File: config.mk
export PLATFORM = sky130hd
export DESIGN_NAME = accel_mode_core
export DESIGN_NICKNAME = d
export VERILOG_FILES = /design/src/accel_mode_core.v
export VERILOG_INCLUDE_DIRS = /design/src /design/src/src
export SDC_FILE = /design/constraint.sdc
export NUM_CORES = 2
export LEC_CHECK = 0
export BUFFER_PORTS_ARGS = -buffer_cell sky130_fd_sc_hd__buf_4
export CAP_MARGIN = 40
export CORE_ASPECT_RATIO = 0.8
export CORE_MARGIN = 4
export CORE_UTILIZATION = 35
export DETAILED_ROUTE_END_ITERATION = 10
export PLACE_DENSITY = 0.59
export SETUP_SLACK_MARGIN = 0.3
export SLEW_MARGIN = 20
export SYNTH_ARGS = -nofsm -noshare
export SYNTH_HDL_FRONTEND = slang
export SYNTH_SLANG_ARGS = --single-unit
File: constraint.sdc
create_clock -name clk_sys -period 17.78 [get_ports clk_sys]
set_input_delay 1.778 -clock clk_sys [delete_from_list [all_inputs] [get_ports clk_sys]]
set_output_delay 1.778 -clock clk_sys [all_outputs]
set_load 0.02 [all_outputs]
File: src/accel_mode_defs.vh
/*
 * Constants for the accelerometer mode control and output formatting core.
 * Assumes a 40 MHz system clock and a 16-bit raw converter word per axis.
 */
`ifndef ACCEL_MODE_DEFS_VH
`define ACCEL_MODE_DEFS_VH

// Clock and sample timing
`define CLK_PERIOD_NS     25
`define BASE_RATE_HZ      800
`define BASE_PERIOD_CYC   ((1000000000 / `CLK_PERIOD_NS) / `BASE_RATE_HZ)
`define RATE_CNT_W        24

// Full-scale range codes
`define RANGE_2G          2'h0
`define RANGE_4G          2'h1
`define RANGE_8G          2'h2

// Data widths
`define RAW_W             16
`define OUT_W             14
`define PROD_W            25
`define COMP_W            18
`define ACC_W             21
`define ACC_ZERO          21'h000000
`define LSB_PAD           2'h0
`define FAST_LSB          8'h00

// Sample saturation limits for the 14-bit format
`define OUT_MAX           14'h1FFF
`define OUT_MIN           14'h2000
`define SAT_HI            18'sh01FFF
`define SAT_LO            -18'sh02000

// Trim storage
`define TRIM_WORDS        3'h6
`define TRIM_GAIN_RST     8'h80
`define TRIM_OFF_RST      8'h00
`define GAIN_SHIFT        7
`define NVM_ADDR_RST      3'h0

// High-pass filter corner, as a shift of the running mean
`define HPF_SHIFT         4

// Event sources: five detectors plus the sleep/wake change
`define NUM_EVT           5
`define NUM_SRC           6
`define SRC_ZERO          6'h00

// Sleep timeout and oversampling counters
`define ASLP_W            8
`define ASLP_ZERO         8'h00
`define OSR_ZERO          3'h0

`endif

File: src/accel_mode_core.v
/*
 * Mode control, trim loading, output formatting and auto-wake/sleep for a
 * three-axis accelerometer. Raw samples arrive from the converter with a
 * strobe clock from outside this domain; detector events and all control
 * bits come from logic on clk_sys. The host bus sits outside this block.
 */
`include "accel_mode_defs.vh"

module accel_mode_core
#(
    parameter BASE_PERIOD = `BASE_PERIOD_CYC  // Cycles per fastest sample
)
(
    input  wire        clk_sys,
    input  wire        rst_b,
    input  wire        active,          // Active control bit
    input  wire        fast_read,       // Eight-bit output select
    input  wire [1:0]  full_scale,      // Range code
    input  wire        low_noise,       // Low-noise select
    input  wire [1:0]  oversampling_ratio, // Averaging of 1,2,4,8
    input  wire        hpf_out_en,      // High-pass filtered output
    input  wire [2:0]  wake_rate,       // output_sample_rate while awake
    input  wire [2:0]  sleep_rate,      // output_sample_rate asleep
    input  wire        auto_sleep_en,
    input  wire [7:0]  sleep_timeout,   // Sample ticks before sleep
    input  wire [4:0]  event_fire,      // Detector event pulses
    input  wire [4:0]  wake_src_en,     // Detectors that keep it awake
    input  wire [5:0]  int_enable,      // Per source interrupt enable
    input  wire [5:0]  int_route,       // 1 sends source to pin one
    input  wire [5:0]  int_clear,       // Clear pulses for flags
    input  wire        adc_clk,         // Converter strobe clock
    input  wire [47:0] adc_data,        // Three raw 16-bit words
    input  wire [23:0] user_offset,     // Three signed host offsets
    output reg         nvm_rd,          // Trim read request
    output reg  [2:0]  nvm_addr,        // Trim word address
    input  wire [7:0]  nvm_data,        // Trim word
    input  wire        nvm_ack,         // Trim word valid
    output reg         boot_done,
    output reg         analog_en,       // Analog subsystem enable
    output wire        sample_tick,     // Sample clock enable pulse
    output wire [1:0]  thresh_range,    // Range that scales thresholds
    output reg         sleeping,
    output reg  [23:0] out_msb,         // High bytes x,y,z
    output reg  [23:0] out_lsb,         // Low bytes x,y,z
    output reg  [5:0]  int_flags,
    output reg         int1,
    output reg         int2
);

    // Boot loader states
    localparam BOOT_REQ  = 2'h0;
    localparam BOOT_WAIT = 2'h1;
    localparam BOOT_DONE = 2'h2;
    // Sleep machine states
    localparam ST_WAKE   = 1'b0;
    localparam ST_SLEEP  = 1'b1;

    reg  [1:0]  boot_q;                 // Loader state
    reg  [47:0] trim_q;                 // Gains then offsets
    reg         active_q;               // Active bit one cycle late
    wire        go_active;              // Standby to active edge
    reg  [2:0]  adc_clk_s;              // Strobe synchroniser and edge
    reg  [47:0] adc_d1_q;               // Data synchroniser stage one
    reg  [47:0] adc_d2_q;               // Data synchroniser stage two
    wire        adc_stb;                // Raw sample taken
    reg  [2:0]  osr_cnt_q;              // Raw samples summed so far
    wire [2:0]  osr_last;               // Final index of a group
    wire        osr_done;               // Group completes this strobe
    reg         avg_vld_q;              // Averaged sample ready
    reg  [`RATE_CNT_W-1:0] rate_cnt_q;  // Sample divider
    wire [`RATE_CNT_W-1:0] rate_top;    // Divider limit
    reg         state_q;                // Wake or sleep
    reg  [`ASLP_W-1:0] aslp_cnt_q;      // Idle sample ticks
    wire        wake_evt;               // Any wake-source event
    reg         chg_q;                  // Sleep/wake change pulse
    wire [5:0]  src;                    // Interrupt sources
    wire [1:0]  eff_range;              // Range after low-noise
    wire [31:0] rate_wide;              // Divider limit before trimming

    // Low-noise pins the range at 4 g for output and detectors
    // Code 3 is treated as 8 g, so detectors never see an odd range
    assign eff_range = low_noise ? `RANGE_4G :
                       full_scale[1] ? `RANGE_8G : full_scale;
    assign thresh_range = eff_range;

    // Startup loader pulls six trim words before sampling may start
    always @(posedge clk_sys or negedge rst_b)
    begin
        if (!rst_b)
        begin
            boot_q    <= BOOT_REQ;
            nvm_rd    <= 1'b0;
            nvm_addr  <= `NVM_ADDR_RST;
            boot_done <= 1'b0;
            trim_q    <= {{3{`TRIM_OFF_RST}}, {3{`TRIM_GAIN_RST}}};
        end
        else
        begin
            case (boot_q)
                BOOT_REQ:
                begin
                    nvm_rd <= 1'b1;
                    boot_q <= BOOT_WAIT;
                end
                BOOT_WAIT:
                begin
                    nvm_rd <= 1'b0;
                    if (nvm_ack)
                    begin
                        // Word n lands in byte lane n of the trim store
                        trim_q[nvm_addr*8 +: 8] <= nvm_data;
                        if (nvm_addr == `TRIM_WORDS - 3'h1)
                        begin
                            boot_q    <= BOOT_DONE;
                            boot_done <= 1'b1;
                        end
                        else
                        begin
                            nvm_addr <= nvm_addr + 3'h1;
                            boot_q   <= BOOT_REQ;
                        end
                    end
                end
                default:
                begin
                    nvm_rd <= 1'b0;
                end
            endcase
        end
    end

    // Pin inputs pass two flops; the edge uses the second strobe stage and a third
    always @(posedge clk_sys or negedge rst_b)
    begin
        if (!rst_b)
        begin
            adc_clk_s <= 3'h0;
            adc_d1_q  <= 48'h000000000000;
            adc_d2_q  <= 48'h000000000000;
            active_q  <= 1'b0;
            analog_en <= 1'b0;
        end
        else
        begin
            adc_clk_s <= {adc_clk_s[1:0], adc_clk};
            adc_d1_q  <= adc_data;
            adc_d2_q  <= adc_d1_q;
            active_q  <= active;
            analog_en <= active;
        end
    end

    // Raw words are trusted only in active mode after trim is loaded
    assign adc_stb  = adc_clk_s[1] & ~adc_clk_s[2] & active_q &
                      boot_done;
    assign go_active = active & ~active_q;
    assign osr_last = (3'h1 << oversampling_ratio) - 3'h1;
    assign osr_done = adc_stb & (osr_cnt_q == osr_last);

    // Oversampling group counter; its length affects output only
    always @(posedge clk_sys or negedge rst_b)
    begin
        if (!rst_b)
        begin
            osr_cnt_q <= `OSR_ZERO;
            avg_vld_q <= 1'b0;
        end
        else
        begin
            avg_vld_q <= osr_done;
            if (go_active | osr_done)
                osr_cnt_q <= `OSR_ZERO;
            else if (adc_stb)
                osr_cnt_q <= osr_cnt_q + 3'h1;
        end
    end

    // Sample divider; held at zero in standby so no sampling clock runs
    // Parameter arithmetic is 32 bits wide; the divider keeps the low bits
    assign rate_wide = (BASE_PERIOD << (state_q ? sleep_rate : wake_rate))
                       - 1;
    assign rate_top = rate_wide[`RATE_CNT_W-1:0];
    // Live bit gates too, so no tick lands once standby is asked for
    assign sample_tick = active & active_q & boot_done &
                         (rate_cnt_q == rate_top);

    always @(posedge clk_sys or negedge rst_b)
    begin
        if (!rst_b)
            rate_cnt_q <= {`RATE_CNT_W{1'b0}};
        else if (!active_q | sample_tick | go_active)
            rate_cnt_q <= {`RATE_CNT_W{1'b0}};
        else
            rate_cnt_q <= rate_cnt_q + 1'b1;
    end

    // Per-axis trim, averaging, offset, filter and format
    genvar ax;
    generate
        for (ax = 0; ax < 3; ax = ax + 1)
        begin : g_axis
            reg  signed [`ACC_W-1:0]  acc_q;    // Oversampling sum
            reg  signed [`COMP_W-1:0] avg_q;    // Averaged sample
            reg  signed [`COMP_W-1:0] mean_q;   // High-pass running mean
            reg  signed [`OUT_W-1:0]  smp_q;    // Formatted sample
            wire signed [`RAW_W-1:0]  raw;
            wire signed [`PROD_W-1:0] prod;
            wire signed [`COMP_W-1:0] comp;
            wire signed [`ACC_W-1:0]  sum;
            wire signed [`COMP_W-1:0] hp;
            wire signed [`COMP_W-1:0] sel;
            wire signed [`COMP_W-1:0] scl;
            wire signed [`OUT_W-1:0]  sat;
            wire signed [`ACC_W-1:0]  avg_full; // Group sum over its length

            assign raw  = adc_d2_q[ax*16 +: 16];
            // Factory gain is unsigned with 1.0 at mid code
            assign prod = raw * $signed({1'b0, trim_q[ax*8 +: 8]});
            assign comp = prod[`PROD_W-1:`GAIN_SHIFT] +
                $signed({{10{trim_q[24+ax*8+7]}},
                         trim_q[24+ax*8 +: 8]});
            assign sum  = acc_q + {{3{comp[`COMP_W-1]}}, comp};
            assign avg_full = sum >>> oversampling_ratio;
            // Mean removed only from output, detectors see raw data
            assign hp   = avg_q - mean_q;
            assign sel  = (hpf_out_en ? hp : avg_q) +
                $signed({{10{user_offset[ax*8+7]}},
                         user_offset[ax*8 +: 8]});
            // Raw word is 2 g counts; wider ranges weigh counts more
            assign scl  = (eff_range == `RANGE_2G) ? sel :
                          (eff_range == `RANGE_4G) ? (sel >>> 1) :
                          (sel >>> 2);
            // Clamp keeps -FS to +FS minus one count
            assign sat  = (scl > `SAT_HI) ? `OUT_MAX :
                          (scl < `SAT_LO) ? `OUT_MIN :
                          scl[`OUT_W-1:0];

            // Accumulate a group then shift by its length
            always @(posedge clk_sys or negedge rst_b)
            begin
                if (!rst_b)
                begin
                    acc_q  <= `ACC_ZERO;
                    avg_q  <= {`COMP_W{1'b0}};
                    mean_q <= {`COMP_W{1'b0}};
                    smp_q  <= {`OUT_W{1'b0}};
                end
                else if (go_active)
                begin
                    acc_q  <= `ACC_ZERO;
                    smp_q  <= {`OUT_W{1'b0}};
                end
                else
                begin
                    if (osr_done)
                    begin
                        acc_q <= `ACC_ZERO;
                        avg_q <= avg_full[`COMP_W-1:0];
                    end
                    else if (adc_stb)
                        acc_q <= sum;
                    if (avg_vld_q)
                    begin
                        mean_q <= mean_q + (hp >>> `HPF_SHIFT);
                        smp_q  <= sat;
                    end
                end
            end

            // Output bytes refresh on the sample clock; held in standby
            always @(posedge clk_sys or negedge rst_b)
            begin
                if (!rst_b)
                begin
                    out_msb[ax*8 +: 8] <= 8'h00;
                    out_lsb[ax*8 +: 8] <= 8'h00;
                end
                else if (go_active)
                begin
                    out_msb[ax*8 +: 8] <= 8'h00;
                    out_lsb[ax*8 +: 8] <= 8'h00;
                end
                else if (sample_tick)
                begin
                    out_msb[ax*8 +: 8] <= smp_q[13:6];
                    // Fast read leaves the low byte empty
                    out_lsb[ax*8 +: 8] <= fast_read ? `FAST_LSB :
                        {smp_q[5:0], `LSB_PAD};
                end
            end
        end
    endgenerate

    // Any enabled wake source restarts the idle count
    assign wake_evt = |(event_fire & wake_src_en);

    // Auto sleep machine; state and timer held in standby, reset to awake on activation
    always @(posedge clk_sys or negedge rst_b)
    begin
        if (!rst_b)
        begin
            state_q    <= ST_WAKE;
            aslp_cnt_q <= `ASLP_ZERO;
            chg_q      <= 1'b0;
            sleeping   <= 1'b0;
        end
        else
        begin
            chg_q <= 1'b0;
            if (go_active | !auto_sleep_en)
            begin
                // Entering active always starts awake
                if (state_q == ST_SLEEP)
                    chg_q <= auto_sleep_en;
                state_q    <= ST_WAKE;
                aslp_cnt_q <= `ASLP_ZERO;
            end
            else if (active_q)
            begin
                case (state_q)
                    ST_WAKE:
                    begin
                        if (wake_evt)
                            aslp_cnt_q <= `ASLP_ZERO;
                        else if (sample_tick)
                        begin
                            if (aslp_cnt_q >= sleep_timeout)
                            begin
                                state_q    <= ST_SLEEP;
                                chg_q      <= 1'b1;
                                aslp_cnt_q <= `ASLP_ZERO;
                            end
                            else
                                aslp_cnt_q <= aslp_cnt_q + 8'h01;
                        end
                    end
                    default:
                    begin
                        if (wake_evt)
                        begin
                            state_q <= ST_WAKE;
                            chg_q   <= 1'b1;
                        end
                    end
                endcase
            end
            sleeping <= (state_q == ST_SLEEP);
        end
    end

    // Sources: detectors in the low bits, sleep/wake change on top
    assign src = {chg_q, event_fire} & int_enable;

    // Sticky flags; a new event wins over a clear in the same cycle
    always @(posedge clk_sys or negedge rst_b)
    begin
        if (!rst_b)
        begin
            int_flags <= `SRC_ZERO;
            int1      <= 1'b0;
            int2      <= 1'b0;
        end
        else
        begin
            int_flags <= (int_flags & ~int_clear) | src;
            int1 <= |(int_flags & int_route);
            int2 <= |(int_flags & ~int_route);
        end
    end

endmodule // accel_mode_core

* After elaboration in Yosys (flattened, before gate mapping)
Cells that the tools add are included.
** Storage, ports and cells
- Logic and storage cells :: 202
- Output and inout bits :: 66
- Register bits :: 463
** Operators by class
- Equal/unequal tests :: 7
- Shifts and indexed selects :: 7
- Order comparisons :: 7
- Bitwise gates (word level) :: 24
- Multiplexer cells :: 74
- Add/sub/neg operators :: 22
- Reductions and logical operators :: 21
- Multiply operators :: 3
** Operators by type and width (number)
- 2-to-1 mux 21 bit :: 9
- 2-to-1 mux 14 bit :: 12
- 2-to-1 mux 8 bit :: 21
- multiplier 16 x 9 -> 25 bit :: 3
- adder 21 bit :: 3
- >>> shifter 21 x 2 -> 18 bit :: 3
- adder 18 x 14 -> 18 bit :: 3
- adder 18 bit :: 3
- adder 18 x 8 -> 18 bit :: 3
- greater-than comparator 18 x 14 -> 1 bit (second input constant) :: 3
- < comparator 18 x 14 -> 1 bit (second input constant) :: 3
- 2-to-1 mux 18 bit :: 3
- subtractor 18 bit :: 3
- 2-to-1 mux 17 bit :: 3
- bitwise mux 48 bit :: 1
- 2-to-1 mux 16 bit :: 3
- variable shift 8 x 34 -> 48 bit (first input constant) :: 1
- variable part select 8 x 34 -> 48 bit :: 1
- negation 6 -> 34 bit :: 1
- adder 24 x 1 -> 24 bit (second input constant) :: 1
- AND 6 bit :: 4
- equality test 24 bit :: 1
- 2-to-1 mux 24 bit :: 1
- << shifter 16 x 3 -> 24 bit (first input constant) :: 1
- other kinds (29) :: 75

* Depth between registers and ports, before layout
- Depth after elaboration :: 10
- Depth in mapped cells :: 41

* Least setup slack after synthesis
Ideal clock, no wire load.
- Kind :: register to register
- Start :: register trim_q[17]
- End :: register g_axis[2].avg_q[17]
- Cell stages (with the launch flop) :: 40
- Slack :: 9680 ps
- Setup time :: 82 ps
- Clock period less this slack :: 8100 ps
- Arrival time :: 8018 ps
- Cells stage by stage :: dfrtp_1 > clkbuf_1 > clkbuf_1 > nand2_1 > fa_1 > inv_1 > fa_1 > fa_1 > inv_1 > fa_1 > inv_1 > ha_1 > a21o_1 > a21oi_1 > o21ai_1 > o21ai_0 > nor2_1 > o21a_1 > [... 4 more ...] > ha_1 > a21o_1 > a21o_1 > a21oi_1 > o21ai_0 > xor2_1 > ha_1 > a21o_1 > a21oi_1 > nor3b_1 > nand3_1 > a41oi_1 > o21ai_0 > a21oi_1 > xnor2_1 > nor4b_1 > a31oi_1 > a31oi_1
** Between the ends
- Cells in the longest elaborated chain, start to end :: 4
** Ends and longest elaborated chain
- from (decl) :: line accel_mode_core.v:59 : reg [47:0] trim_q;
- from (signal assigned) :: line accel_mode_core.v:95 : trim_q <= {{3{`TRIM_OFF_RST}}, {3{`TRIM_GAIN_RST}}};
- from (signal, indexed assignment) :: line accel_mode_core.v:111 : trim_q[nvm_addr*8 +: 8] <= nvm_data;
- multiplier 16 x 9 -> 25 bit :: line accel_mode_core.v:218 : assign prod = raw * $signed({1'b0, trim_q[ax*8 +: 8]});
- adder 18 bit :: line accel_mode_core.v:219 : assign comp = prod[`PROD_W-1:`GAIN_SHIFT] +
- adder 21 bit :: line accel_mode_core.v:222 : assign sum = acc_q + {{3{comp[`COMP_W-1]}}, comp};
- >>> shifter 21 x 2 -> 18 bit :: line accel_mode_core.v:223 : assign avg_full = sum >>> oversampling_ratio;
- to (signal assigned) :: line accel_mode_core.v:244 : avg_q <= {`COMP_W{1'b0}};
- to (signal assigned) :: line accel_mode_core.v:258 : avg_q <= avg_full[`COMP_W-1:0];
- to (decl) :: line accel_mode_core.v:203 : reg signed [`COMP_W-1:0] avg_q;
No other way between the ends.
A chain may end at the register's enable or synchronous reset.

* Worst setup path after layout
- Start :: register trim_q[10]
- End :: register g_axis[1].avg_q[15]
** Between the ends
- Cells in the longest elaborated chain, start to end :: 4
** Ends and longest elaborated chain (line)
- multiplier 16 x 9 -> 25 bit :: accel_mode_core.v:218
- adder 18 bit :: accel_mode_core.v:219
- adder 21 bit :: accel_mode_core.v:222
- >>> shifter 21 x 2 -> 18 bit :: accel_mode_core.v:223
- to (signal assigned) :: accel_mode_core.v:244
- to (signal assigned) :: accel_mode_core.v:258
- to (decl) :: accel_mode_core.v:203
No other way between the ends.

==> flow_metrics.tcl <==
set metrics [dict create \
    ctsLongestPathBuffers 3 \
    multi_input_comb_area_mm2 0.0300 \
    r2r.worst_path.cells 34 \
    rsz0062_at_grt "no" \
    hold-worst-slack_ns 0.339 \
    die_w_um 406 \
    synth_flop_cell "dfrtp_1" \
    setup.worst_path.start "trim_q[10]" \
    wl_mm 112 \
    hpwl_mm 87.3 \
    hp-class "reg -> reg" \
    cts-root-buf "clkbuf_16" \
    cp_max_fo 17 \
    synth_edf_count 0 \
    syn-instance-count 4917 \
    timing.final.crit_period_ns 8.74 \
    tightest_slew_ns 0.855 \
    routed-wl-met3_mm 6.14 \
    layout-drive-gt1-share 0.0915 \
    netlist_area_mm2 0.0443 \
    grt.overflow.total 0 \
    yosysTopAreaCellShare 0.257 \
    path_clk_slew_ns 0.06 \
    place.gp.congestion 0.866 \
    yosysSeqAreaShare 0.258 \
    vias_per_cell 5.05 \
    max_slew_margin 0.430 \
    worstPathArrival_ns 9.26 \
    ioPinCount 201 \
    critPathSlowestCell "dfrtp_1" \
    critPathMaxStageDelay_ns 0.68 \
    dp_slack_ns 9.11 \
    grt_pass1_wl_mm 182 \
    finalSetupViolCount 0 \
    dieArea_mm2 0.132 \
    postCtsSetupBuffers 0 \
    hold_viol_final 0 \
    port_buffers 194 \
    start_util 0.353 \
    via_count 34100 \
    regArea_mm2 0.0114 \
    area_growth_pct 12.0 \
    fillers 12400 \
    top_layer "met4" \
    criticalPathCategory "reg -> reg" \
    htree_levels 2 \
    synthArstFlopShare 1.00 \
    antenna_found_initial 2 \
    whs_path_depth 0 \
    status "complete, no violations" \
    tns_ns 0 \
    die_h_um 326 \
    cap_viol_max_count 0 \
    worstHoldStart "adc_d1_q[1]" \
    r2r-end "g_axis[1].avg_q[15]" \
    drtIter0Drc 2174 \
    core_mm2 0.125 \
    synth-warning-count 0 \
    rrSetupSlack_ns 9.04 \
    syn_avg_cell_area_um2 9.00 \
    synth_seq_cells 457 \
    hold-path-endpoint "adc_d2_q[1]" \
    grt_max_degree 97 \
    first_pass_iters 5 \
    clock-sinks 457 \
    cts_resized 0 \
    numCtsBuffers 54 \
    synth_area_leaders "dfrtp_1 (26%), fa_1 (14%), ha_1 (12%)" \
    cts_tree "done" \
    grt_usage 0.168 \
    fmax_mhz 114 \
    worst_slack_ns 9.04 \
    cp-start-kind "flop" \
    met2_length_mm 46.1 \
    ant_nets 0 \
    post-synth-top-area-cell "dfrtp_1" \
    grt_pass1_vias 33200 \
    endpoint_kind "flop" \
    r2r-start "trim_q[10]" \
    drc 0 \
    clkLatencyLatePin_ns 0.69 \
    fin_worst_skew_ns 0.0670 \
    synth_cell_types 90 \
    required_ns 18.30 \
    met1_length_mm 57.4 \
    nets 5938 \
    rows 116 \
    cts_hold_buf 0 \
    avgRoutedWirePerCell_um 16.5 \
    slew_viol_final 0 \
    post-route-period-util 0.491 \
]
[critical path, delay by kind of cell, from the launching register on]
| family | cells | cell delay [ns] |
|---|---|---|
| AO/OA/AOI/OAI | 9 | 2.48 |
| multiplexers | 3 | 0.54 |
| flip-flops | 1 | 0.68 |
| AND/OR/NAND/NOR | 8 | 1.34 |
| XOR/XNOR | 3 | 0.80 |
| buffers and inverters | 4 | 0.24 |
| adder cells (fa/ha/maj) | 7 | 2.50 |
[synth_stat cells (all sizes together), types with 17 or more instances]
library cell / number
or3: 17
nor3: 66
nor2: 276
nand2: 536
a22o: 82
xor2: 98
nor2b: 51
nand4: 17
nand3: 55
a21o: 96
a21oi: 271
and3: 35
buf: 23
o21a: 45
o21ai: 314
o21bai: 44
a31oi: 33
mux2: 97
ha: 425
fa: 318
o211ai: 25
inv: 608
clkbuf: 126
and2: 203
xnor2: 239
a21boi: 17
nand2b: 42
dfrtp: 454
mux2i: 46
a221o: 29
a211oi: 45
[layout by cell type (no fill, tap or decap), types with 14 or more instances in the layout]
cell / synthesis / routed
a211oi_1: 44 / 44
nor2b_1: 51 / 49
or3_1: 17 / 17
fa_1: 318 / 318
o21ai_0: 305 / 305
and3_1: 35 / 35
a22o_1: 82 / 82
nand2_1: 536 / 534
o21a_1: 45 / 45
a31oi_1: 33 / 33
mux2_2: 97 / 97
a21o_1: 96 / 96
o31a_1: 14 / 14
nor2_1: 276 / 273
nand4_1: 17 / 17
buf_4: 7 / 221
a221o_1: 29 / 29
mux2i_1: 44 / 44
inv_1: 605 / 605
o211ai_1: 25 / 25
dfrtp_1: 454 / 454
xnor2_1: 239 / 239
nand3_1: 55 / 55
o21bai_1: 43 / 43
xor2_1: 96 / 96
nand2b_1: 42 / 42
nor3_1: 65 / 65
clkbuf_16: 0 / 54
a21oi_1: 271 / 271
a21boi_0: 15 / 15
and2_1: 203 / 203
ha_1: 425 / 425
[final cells by class]
class / instances / area share
diodes: 5 / 0.000252
clock buffers: 65 / 0.0291
well taps: 1652 / 0.0417
clock inverters: 35 / 0.00919
multi-input cells: 3705 / 0.605
repair buffers: 231 / 0.0377
flip-flops and latches: 457 / 0.231
inverters: 611 / 0.0463
[cells by family after synthesis]
logic type	share of synthesized area
DFF	0.258
AOI/OAI and AO/OA	0.165
other	0.0000847
adders and majority gates	0.264
muxes	0.0357
xor gates and xnor gates	0.0681
buffers and inverters	0.0653
and+or+nand+nor	0.144
[how the worst max path moves through the flow]
stage | end | slack (ns) | cells past startpoint
4_1_cts | g_axis[1].avg_q[15] | 9.07 | 35
3_5_place_dp | g_axis[2].avg_q[17] | 9.11 | 37
5_1_grt | g_axis[0].avg_q[16] | 8.13 | 34
3_3_place_gp | g_axis[2].avg_q[17] | 9.17 | 37
6_report | g_axis[1].avg_q[15] | 9.04 | 34
2_1_floorplan | g_axis[2].avg_q[17] | 9.68 | 39
[metrics by stage]
step                cell area (um^2)   util  instances
floorplan                      44300      -       4922
global placement               47400  0.379       6644
detailed placement             47600  0.380       6651
CTS                            49500  0.395       6751
global route                   49500  0.396       6758
finish                         49600  0.396       6761
[state kept, by name (all words and copies together), names as in the netlist, 2 cells and up]
| signal | cells |
|---|---|
| trim_q | 48 |
| adc_clk_s | 3 |
| osr_cnt_q | 3 |
| g_axis.acc_q | 63 |
| g_axis.mean_q | 54 |
| adc_d2_q | 48 |
| out_lsb | 18 |
| rate_cnt_q | 24 |
| int_flags | 6 |
| g_axis.smp_q | 42 |
| aslp_cnt_q | 8 |
| boot_q | 2 |
| nvm_addr | 3 |
| adc_d1_q | 48 |
| g_axis.avg_q | 54 |
| out_msb | 24 |
[layer usage]
metal  track usage  vias to the layer above
li1              -                    16900
met1         0.263                    16500
met2         0.241                      673
met3        0.0261                      103
met4        0.0329                        0
met5             0                        -
Power is not shown: default switching activity piles up to over one toggle a cycle in this logic, so the estimate is an artifact.
